`src/rtl/uhcis_pkg.sv`:
```
package uhcis_pkg;
  // Register indices as printed; byte address is four times the index
  localparam logic [5:0]  CMD_IDX        = 6'h02;
  localparam logic [5:0]  FLAGS_IDX      = 6'h03;
  // Command/status field layout
  localparam int          CMD_RST_BIT    = 0;
  localparam int          SOC_LSB        = 16;
  localparam int          SOC_MSB        = 17;
  // Event flag positions
  localparam int          FLG_SO         = 0;
  localparam int          FLG_SF         = 2;
  localparam int          FLG_RD         = 3;
  localparam int          FLG_UE         = 4;
  localparam int          FLG_FNO        = 5;
  localparam int          FLG_ROOT_HUB_CHANGE_FLAG       = 6;
  localparam int          FLG_W          = 7;
  localparam logic [6:0]  FLG_VALID      = 7'h7D;
  localparam int          FRAME_MSB      = 15;
  // Reset values
  localparam logic [31:0] CMD_RESET      = 32'h0000_0000;
  localparam logic [31:0] FLAGS_RESET    = 32'h0000_0000;
  localparam logic [1:0]  SOC_RESET      = 2'h0;
  // Soft reset timing: 10 us at 200 MHz, longest time rounds down
  localparam int          CLK_PERIOD_PS  = 5000;
  localparam int          SRST_MAX_NS    = 10000;
  localparam int          SRST_MAX_CYC   = (SRST_MAX_NS * 1000)
                                           / CLK_PERIOD_PS;
  localparam int          SRST_LEN_DEF   = 16;
  localparam int          SRST_CNT_W     = 12;

  typedef enum logic [0:0] {
    SR_IDLE = 1'b0,
    SR_BUSY = 1'b1
  } uhcis_srst_t;

  typedef struct packed {
    uhcis_srst_t           srst;
    logic [SRST_CNT_W-1:0] srst_cnt;
    logic [FLG_W-1:0]      flags;
    logic [1:0]            soc;
    logic [31:0]           hub_prev;
    logic [31:0]           port1_prev;
    logic [31:0]           port2_prev;
    logic                  fn_msb_prev;
    logic                  resume_prev;
    logic                  seen;
    logic                  list_done;
    logic                  halted;
    logic                  irq;
    logic                  sof_tok;
    logic                  suspend;
    logic                  pready;
    logic                  pslverr;
    logic [31:0]           prdata;
  } uhcis_state_t;
endpackage : uhcis_pkg

```
`src/rtl/uhcis_top.sv`:
```
`timescale 1ns/1ps
// How it works
// - Two-bit overrun count in bits 17:16, starts 00, wraps 11 to 00.
// - Count increments on every overrun, even with the overrun flag set.
// - Software sets bit 0 of command register; soft reset starts then.
// - Soft reset forces suspend state and clears the operational state.
// - Soft reset ends within 10 us; hardware then clears bit 0.
// - Soft reset leaves the root hub alone; no port reset signaling.
// - Each monitored event sets its flag in the event flag register.
// - Interrupt only when flag, its enable and global enable all set.
// - Writing 1 clears a flag, 0 leaves it; software cannot set flags.
// - Event logic only sets flags; only software writes clear them.
// - Flag 6 sets when hub state or either port state changes.
// - Flag 5 sets when frame counter bit 15 toggles either way.
// - Flag 4 on system error, then halt; bit stays 0 by default.
// - Flag 3 on downstream resume start, not on software resume entry.
// - Each frame start sets flag 2; it sends an SOF token only when not halted.
// - Flag 0 sets on schedule overrun; same event bumps the count.
// - Command register writes set bit 0 if written 1, leave it alone if 0; other bits are read-only.
// - Overrun means periodic list not done by the end-of-frame point.
module uhcis_top
  import uhcis_pkg::*;
#(
  parameter int         SRST_LEN  = SRST_LEN_DEF,
  parameter logic       UE_ENABLE = 1'b0
) (
  input  wire logic        pclk,
  input  wire logic        presetn,
  input  wire logic        psel,
  input  wire logic        penable,
  input  wire logic        pwrite,
  input  wire logic [7:0]  paddr,
  input  wire logic [31:0] pwdata,
  input  wire logic [3:0]  pstrb,
  output logic      [31:0] prdata,
  output logic             pready,
  output logic             pslverr,
  input  wire logic [31:0] root_hub_state_reg,
  input  wire logic [31:0] root_port1_state_reg,
  input  wire logic [31:0] root_port2_state_reg,
  input  wire logic [15:0] frame_counter_reg,
  input  wire logic        frame_start,
  input  wire logic        periodic_list_done,
  input  wire logic        eof_point,
  input  wire logic        resume_signal,
  input  wire logic        system_error,
  input  wire logic        error_corrected,
  input  wire logic [6:0]  irq_enable_mask,
  input  wire logic        global_irq_enable,
  output logic             irq_req,
  output logic             sof_token_req,
  output logic             soft_reset_busy,
  output logic             suspend_state_req,
  output logic             halted
);

  uhcis_state_t s_q;
  uhcis_state_t s_d;

  logic        acc_phase;
  logic        acc_done;
  logic        hit_cmd;
  logic        hit_flags;
  logic        wr_cmd;
  logic        wr_flags;
  logic [6:0]  ev_set;
  logic [6:0]  clr_mask;
  logic        overrun;
  logic        srst_start;
  logic        srst_end;
  logic [31:0] cmd_view;
  logic [31:0] flags_view;

  // Bus decode; byte address holds the register index in bits 7:2
  always_comb begin
    acc_phase = psel & penable;
    acc_done  = acc_phase & s_q.pready;
    hit_cmd   = (paddr[7:2] == CMD_IDX) && (paddr[1:0] == 2'h0);
    hit_flags = (paddr[7:2] == FLAGS_IDX) && (paddr[1:0] == 2'h0);
    // Host stays off the bus during soft reset; stray writes dropped
    wr_cmd    = acc_done & pwrite & hit_cmd & pstrb[0]
                & (s_q.srst == SR_IDLE);
    wr_flags  = acc_done & pwrite & hit_flags & pstrb[0]
                & (s_q.srst == SR_IDLE);
  end

  // Readback views, reserved bits held at zero
  always_comb begin
    cmd_view                    = CMD_RESET;
    cmd_view[CMD_RST_BIT]       = (s_q.srst == SR_BUSY);
    cmd_view[SOC_MSB:SOC_LSB]   = s_q.soc;
    flags_view                  = FLAGS_RESET;
    flags_view[FLG_W-1:0]       = s_q.flags & FLG_VALID;
  end

  // Event detection from the surrounding controller
  always_comb begin
    ev_set = 7'h00;
    // Overrun: end of frame reached before the periodic list finished
    overrun = eof_point & ~s_q.list_done & ~periodic_list_done;
    ev_set[FLG_SO] = overrun;
    ev_set[FLG_SF] = frame_start;
    // Only the downstream edge counts; software resume entry is
    // a separate path that never reaches this detector
    ev_set[FLG_RD] = resume_signal & ~s_q.resume_prev;
    ev_set[FLG_UE] = system_error & UE_ENABLE;
    // First cycle after reset has no valid history to compare
    ev_set[FLG_FNO] = s_q.seen
                      & (frame_counter_reg[FRAME_MSB]
                         != s_q.fn_msb_prev);
    ev_set[FLG_ROOT_HUB_CHANGE_FLAG] = s_q.seen
                       & ((root_hub_state_reg != s_q.hub_prev)
                          | (root_port1_state_reg != s_q.port1_prev)
                          | (root_port2_state_reg
                             != s_q.port2_prev));
  end

  // Soft reset start and end
  always_comb begin
    srst_start = wr_cmd & pwdata[CMD_RST_BIT];
    srst_end   = (s_q.srst == SR_BUSY)
                 && (s_q.srst_cnt == SRST_CNT_W'(SRST_LEN - 1));
    // Write-one-to-clear mask; writing 0 changes nothing
    clr_mask   = wr_flags ? (pwdata[FLG_W-1:0] & FLG_VALID)
                          : 7'h00;
  end

  // Next-state logic for the whole block
  always_comb begin
    s_d = s_q;
    // Input history; soft reset keeps it, root hub is untouched
    s_d.hub_prev    = root_hub_state_reg;
    s_d.port1_prev  = root_port1_state_reg;
    s_d.port2_prev  = root_port2_state_reg;
    s_d.fn_msb_prev = frame_counter_reg[FRAME_MSB];
    s_d.resume_prev = resume_signal;
    s_d.seen        = 1'b1;

    // Periodic list progress within the current frame
    if (frame_start) begin
      s_d.list_done = 1'b0;
    end
    if (periodic_list_done) begin
      s_d.list_done = 1'b1;
    end

    // Soft reset sequencer
    s_d.suspend = 1'b0;
    case (s_q.srst)
      SR_IDLE: begin
        if (srst_start) begin
          s_d.srst     = SR_BUSY;
          s_d.srst_cnt = '0;
          s_d.suspend  = 1'b1;
        end
      end
      SR_BUSY: begin
        s_d.srst_cnt = s_q.srst_cnt + SRST_CNT_W'(1);
        if (srst_end) begin
          s_d.srst = SR_IDLE;
        end
      end
      default: begin
        s_d.srst = SR_IDLE;
      end
    endcase

    // Flags: clear by software first, then set by events so set wins
    s_d.flags = s_q.flags & ~clr_mask;
    if (srst_start) begin
      s_d.flags     = 7'h00;
      s_d.list_done = 1'b0;
    end
    s_d.flags = s_d.flags | (ev_set & FLG_VALID);

    // Overrun count, wraps naturally in two bits
    if (srst_start) begin
      s_d.soc = SOC_RESET;
    end
    if (overrun) begin
      s_d.soc = s_d.soc + 2'h1;
    end

    // Halt on system error until corrected or reset
    if (error_corrected | srst_start) begin
      s_d.halted = 1'b0;
    end
    if (ev_set[FLG_UE]) begin
      s_d.halted = 1'b1;
    end

    // Token request and interrupt, both registered
    s_d.sof_tok = frame_start & ~s_q.halted;
    s_d.irq = global_irq_enable
              & |(s_q.flags & irq_enable_mask & FLG_VALID);

    // APB answer: one wait state, pready raised for one cycle
    s_d.pready  = acc_phase & ~s_q.pready;
    s_d.pslverr = 1'b0;
    if (acc_phase & ~s_q.pready) begin
      s_d.pslverr = ~(hit_cmd | hit_flags);
      if (!pwrite && hit_cmd) begin
        s_d.prdata = cmd_view;
      end else if (!pwrite && hit_flags) begin
        s_d.prdata = flags_view;
      end else begin
        s_d.prdata = 32'h0000_0000;
      end
    end
  end

  // State register
  always_ff @(posedge pclk or negedge presetn) begin
    if (!presetn) begin
      s_q <= '0;
    end else begin
      s_q <= s_d;
    end
  end

  // Outputs straight from flops
  always_comb begin
    prdata            = s_q.prdata;
    pready            = s_q.pready;
    pslverr           = s_q.pslverr;
    irq_req           = s_q.irq;
    sof_token_req     = s_q.sof_tok;
    soft_reset_busy   = (s_q.srst == SR_BUSY);
    suspend_state_req = s_q.suspend;
    halted            = s_q.halted;
  end

  // Checks next to the logic they guard
  chk_soc_incr: assert property (@(posedge pclk)
    disable iff (!presetn)
    overrun && !srst_start |=> s_q.soc == $past(s_q.soc) + 2'h1)
    else $error("overrun count did not step by one");

  chk_soc_when_set: assert property (@(posedge pclk)
    disable iff (!presetn)
    overrun && s_q.flags[FLG_SO] && !srst_start
      |=> s_q.soc != $past(s_q.soc))
    else $error("overrun count stuck while flag set");

  chk_srst_starts: assert property (@(posedge pclk)
    disable iff (!presetn)
    srst_start |=> soft_reset_busy && suspend_state_req)
    else $error("soft reset did not start");

  chk_srst_clears: assert property (@(posedge pclk)
    disable iff (!presetn)
    srst_start && ev_set == 7'h00 |=> s_q.flags == 7'h00)
    else $error("soft reset left flags set");

  // Check helper: cycles spent busy; saturates so a hang still fires
  logic [SRST_CNT_W-1:0] busy_cyc_q;

  always_ff @(posedge pclk or negedge presetn) begin
    if (!presetn) begin
      busy_cyc_q <= '0;
    end else if (!soft_reset_busy) begin
      busy_cyc_q <= '0;
    end else if (busy_cyc_q != '1) begin
      busy_cyc_q <= busy_cyc_q + SRST_CNT_W'(1);
    end
  end

  chk_srst_bound: assert property (@(posedge pclk)
    disable iff (!presetn)
    soft_reset_busy |-> busy_cyc_q < SRST_CNT_W'(SRST_MAX_CYC))
    else $error("soft reset ran past ten microseconds");

  chk_srst_len: assert property (@(posedge pclk)
    disable iff (!presetn)
    $fell(soft_reset_busy) |-> busy_cyc_q == SRST_CNT_W'(SRST_LEN))
    else $error("soft reset length differs from setting");

  chk_srst_hub_quiet: assert property (@(posedge pclk)
    disable iff (!presetn)
    soft_reset_busy && !s_q.flags[FLG_ROOT_HUB_CHANGE_FLAG]
      && $stable(root_hub_state_reg) && $stable(root_port1_state_reg)
      && $stable(root_port2_state_reg) |=> !s_q.flags[FLG_ROOT_HUB_CHANGE_FLAG])
    else $error("soft reset disturbed root hub history");

  chk_flag_set: assert property (@(posedge pclk)
    disable iff (!presetn)
    frame_start |=> s_q.flags[FLG_SF])
    else $error("event flag not set");

  chk_irq_gate: assert property (@(posedge pclk)
    disable iff (!presetn)
    ##1 irq_req |-> $past(global_irq_enable)
      && ($past(s_q.flags & irq_enable_mask) != 7'h00))
    else $error("interrupt without flag, enable and global enable");

  chk_w1c: assert property (@(posedge pclk)
    disable iff (!presetn)
    wr_flags && pwdata[FLG_SF] && !frame_start && !srst_start
      |=> !s_q.flags[FLG_SF])
    else $error("write one did not clear flag");

  chk_no_hw_clear: assert property (@(posedge pclk)
    disable iff (!presetn)
    s_q.flags[FLG_RD] && !wr_flags && !srst_start
      |=> s_q.flags[FLG_RD])
    else $error("flag cleared without software write");

  chk_root_hub_change_flag_change: assert property (@(posedge pclk)
    disable iff (!presetn)
    s_q.seen && ($changed(root_hub_state_reg)
      || $changed(root_port1_state_reg)
      || $changed(root_port2_state_reg)) |=> s_q.flags[FLG_ROOT_HUB_CHANGE_FLAG])
    else $error("root hub change flag missed");

  chk_fno_toggle: assert property (@(posedge pclk)
    disable iff (!presetn)
    s_q.seen && $changed(frame_counter_reg[FRAME_MSB])
      |=> s_q.flags[FLG_FNO])
    else $error("frame overflow flag missed");

  chk_ue_quiet: assert property (@(posedge pclk)
    disable iff (!presetn)
    !UE_ENABLE |-> !s_q.flags[FLG_UE] && !halted)
    else $error("error flag or halt with error path off");

  chk_rd_event: assert property (@(posedge pclk)
    disable iff (!presetn)
    $rose(resume_signal) |=> s_q.flags[FLG_RD])
    else $error("resume flag missed");

  chk_sof_token: assert property (@(posedge pclk)
    disable iff (!presetn)
    frame_start && !halted |=> sof_token_req ##0 s_q.flags[FLG_SF])
    else $error("frame start lost token or flag");

  chk_so_flag: assert property (@(posedge pclk)
    disable iff (!presetn)
    eof_point && !periodic_list_done && !s_q.list_done
      |=> s_q.flags[FLG_SO])
    else $error("overrun flag missed");

  chk_cmd_set_only: assert property (@(posedge pclk)
    disable iff (!presetn)
    wr_cmd && !pwdata[CMD_RST_BIT] |=> !soft_reset_busy)
    else $error("zero written to command bit started a reset");

  chk_reserved_zero: assert property (@(posedge pclk)
    disable iff (!presetn)
    pready |-> prdata[31:18] == 14'h0000
      && (prdata[15:7] == 9'h000 || !hit_flags))
    else $error("reserved bits read non-zero");

endmodule : uhcis_top

```
`config.mk`:
```
export PLATFORM = sky130hd
export DESIGN_NAME = uhcis_top
export DESIGN_NICKNAME = d
export VERILOG_FILES = /design/src/rtl/uhcis_pkg.sv /design/src/rtl/uhcis_top.sv
export SDC_FILE = /design/constraint.sdc
export NUM_CORES = 1
export LEC_CHECK = 0
export ABC_AREA = 1
export ABC_CLOCK_PERIOD_IN_PS = 3200
export BUFFER_PORTS_ARGS = -buffer_cell sky130_fd_sc_hd__buf_2
export CORE_UTILIZATION = 54
export DETAILED_ROUTE_END_ITERATION = 8
export GPL_TIMING_DRIVEN = 0
export PLACE_DENSITY = 0.85
export SYNTH_ARGS = -nofsm -noshare
export SYNTH_HDL_FRONTEND = slang
export SYNTH_SLANG_ARGS = --single-unit
```
`constraint.sdc`:
```
create_clock -name pclk -period 3.2 [get_ports pclk]
set_clock_uncertainty 0.2 [all_clocks]
set_input_delay 0.16 -clock pclk [delete_from_list [all_inputs] [get_ports pclk]]
set_output_delay 0.16 -clock pclk [all_outputs]
set_load 0.01 [all_outputs]
```
==> results.json <==
{
  "status": "finished clean",
  "syn-instance-count": 775,
  "avgSynthCellArea_um2": 8.08,
  "critPathArrivalTime_ns": 2.87,
  "ctsRootBufferMaster": "clkbuf_16",
  "criticalPathCategory": "in -> reg",
  "period_needed_ns": 2.77,
  "slew_headroom_pct": 56.4,
  "startpoint_type": "input port",
  "via_count": 6043,
  "slowest_delay_ns": 0.60,
  "clk_pin_slew_ns": 0.06,
  "synthArstFlopShare_pct": 100,
  "cts_buffer_depth": 2,
  "pre_cts_ws_ns": 1.51,
  "critPathRequiredTime_ns": 3.30,
  "cpMaxStageDelayCell": "dlygate4sd3_1",
  "rsz0062_at_grt": "false",
  "first_iter_violations": 384,
  "final_area_um2": 9170,
  "clk_latency_ns": 0.43,
  "max_slew.worst_pin.slew_ns": 0.654,
  "placed_area_um2": 7270,
  "postCtsSetupBuffers": 0,
  "cp_max_fo": 3,
  "cts_max_level": 4,
  "antenna_found_initial": 1,
  "cp_num_buf_inv": 5,
  "first_pass_iters": 5,
  "route.final.wire_length_um": 18700,
  "synth_edf_count": 0,
  "drc": 0,
  "drive_gt1_share_pct": 20.4,
  "cts_tree": "built",
  "grt_overflow": 0,
  "final-setup-viol-count": 0,
  "path_cells": "dlygate4sd3_1, buf_2, inv_1, nand4_1, nor4_2, nand2_1, dlygate4sd3_1, nand2_1, nand2_1, dlygate4sd3_1",
  "die_h_um": 110,
  "ys_dominant_reg_cell": "dfrtp_1",
  "mostFrequentLayoutCell": "nand2_1",
  "area_delta_synth_final_pct": 46.4,
  "period_share_pct": 86.6,
  "synth_cell_types": 34,
  "yosysSeqAreaShare_pct": 53.5,
  "io_buffer_count": 141,
  "start_util_pct": 56.5,
  "post_drt_wl_per_cell_um": 15.1,
  "grt_max_degree": 71,
  "nets": 1261,
  "leakage_uw": 0.00506,
  "worst_slack_ns": 0.427,
  "worstSetupEndpointType": "flip-flop",
  "crit_family": "buffers and inverters",
  "ys_seq_elements": 134,
  "vias_per_cell": 4.88,
  "grt_pass1_vias": 6460,
  "boundaryPins": 214,
  "place_congestion": 0.867,
  "slew_violations": 0,
  "hold_path.class": "in -> reg",
  "ys_warn_count": 0,
  "dieArea_um2": 12000,
  "vdd_drop_max_v": 0.000573,
  "hold_viol_final": 0,
  "power_density_nw_per_um2": 494,
  "most-common-layout-cells": "213 x nand2_1, 144 x nor2_1, 141 x buf_2",
  "syn_area_um2": 6260,
  "core_area_um2": 11100,
  "die_width_um": 110,
  "rows": 38,
  "fmax_mhz": 361,
  "dp_hpwl_um": 9360,
  "cts-buffers-inserted": 17,
  "ant_nets": 0,
  "maxCapViolCount": 0,
  "grtUsageTotal_pct": 33.6,
  "cts.sinks": 134,
  "grt_pass1_wl_um": 29500
}
==> final cells by class <==
cell class / count / area [µm²]
Inverter: 141 / 529
Buffer: 35 / 260
Multi-Input combinational cell: 489 / 2210
Sequential cell: 134 / 3350
Tap cell: 140 / 175
Timing Repair Buffer: 267 / 1990
Clock buffer: 19 / 443
Fill cell: 581 / 1910
Antenna cell: 1 / 2.50
Clock inverter: 13 / 204
==> worst register-to-register path, cell delays in order, from the launching register on <==
cell and delay (ns):
dfrtp_1 0.39, buf_4 0.18, nor2_1 0.20, nand2_1 0.10
nor2_1 0.20, nand2_1 0.09, dlygate4sd3_1 0.60, nand2_1 0.08
nand2_1 0.05, dlygate4sd3_1 0.56
==> flip-flops by register name, indices dropped and copies added, names as in the netlist <==
name,count
suspend_state_req,1
irq_req,1
pready,1
flags_view,6
pslverr,1
soft_reset_busy,1
cmd_view,2
s_q,112
sof_token_req,1
prdata,8
==> final timing paths <==
check,startpoint,endpoint,slack (ns),depth (start not counted)
max in group asynchronous,presetn,s_q[117],1.96,3
setup reg to reg,soft_reset_busy,flags_view[0],0.44,9
setup / recovery,paddr[7],flags_view[0],0.43,10
min in group asynchronous,presetn,irq_req,0.11,2
hold / removal,paddr[3],prdata[17],0.003,5
hold reg to reg,s_q[40],flags_view[3],0.25,1
==> Yosys cell counts (2+ instances only) <==
master,count,share of area (%)
a21oi_1,4,0.32
buf_4,34,4.1
conb_1,2,0.12
dfrtp_1,134,54
inv_1,137,8.2
inv_2,4,0.24
nand2_1,213,13
nand3_1,14,1.1
nand3_2,2,0.32
nand4_1,4,0.40
nor2_1,144,8.6
nor2_2,3,0.30
nor3_1,6,0.48
nor4_1,2,0.20
o21ai_0,5,0.40
o21ai_1,9,0.72
o22ai_1,5,0.50
o31ai_1,5,0.60
xor2_1,33,4.6
==> per-layer routing <==
metal / vias to the layer above / routed length, µm / track usage [%]
met4: 0 / 945 / 22.5
met3: 99 / 1070 / 9.31
met5: - / 0 / 0
met2: 276 / 10100 / 60.9
li1: 2869 / - / -
met1: 2799 / 6650 / 33.3
==> report_power, final <==
| part | switching, µW | total (µW) | internal [µW] |
|---|---|---|---|
| Combinational | 278 | 547 | 269 |
| Clock | 752 | 2150 | 1400 |
| Sequential | 57.2 | 1840 | 1780 |
| Total | 1090 | 4530 | 3450 |
==> cells by family after synthesis <==
kind of cell / Yosys count / share of synthesized area [%]
other cells: 2 / 0.120
xor+xnor: 33 / 4.61
simple gates: 396 / 25.7
fa+ha+maj: 1 / 0.200
compound gates: 33 / 3.24
buf+inv: 176 / 12.6
flops: 134 / 53.5
==> what timing repair did <==
action	CTS	global route
hold buffers	124	2
endpoints found under the hold margin	187	1
resized for setup	0	0
setup endpoints to repair	0	1
==> stage by stage <==
| stage | utilization [%] | instances | hold slack, ns | TNS, ns | power, µW |
|---|---|---|---|---|---|
| after detailed placement | 65.6 | 1081 | -0.00174 | 0 | 2250 |
| after floorplan | - | 799 | -0.336 | 0 | 2060 |
| after CTS | 82.7 | 1237 | 0.00227 | 0 | 4480 |
| after global routing | 82.8 | 1239 | 0.0135 | 0 | 4700 |
| final | 82.8 | 1239 | 0.00255 | 0 | 4530 |
| after global placement | 65.3 | 1080 | 0.0819 | -3.48 | 2220 |
(Power assumes the default switching activity.)
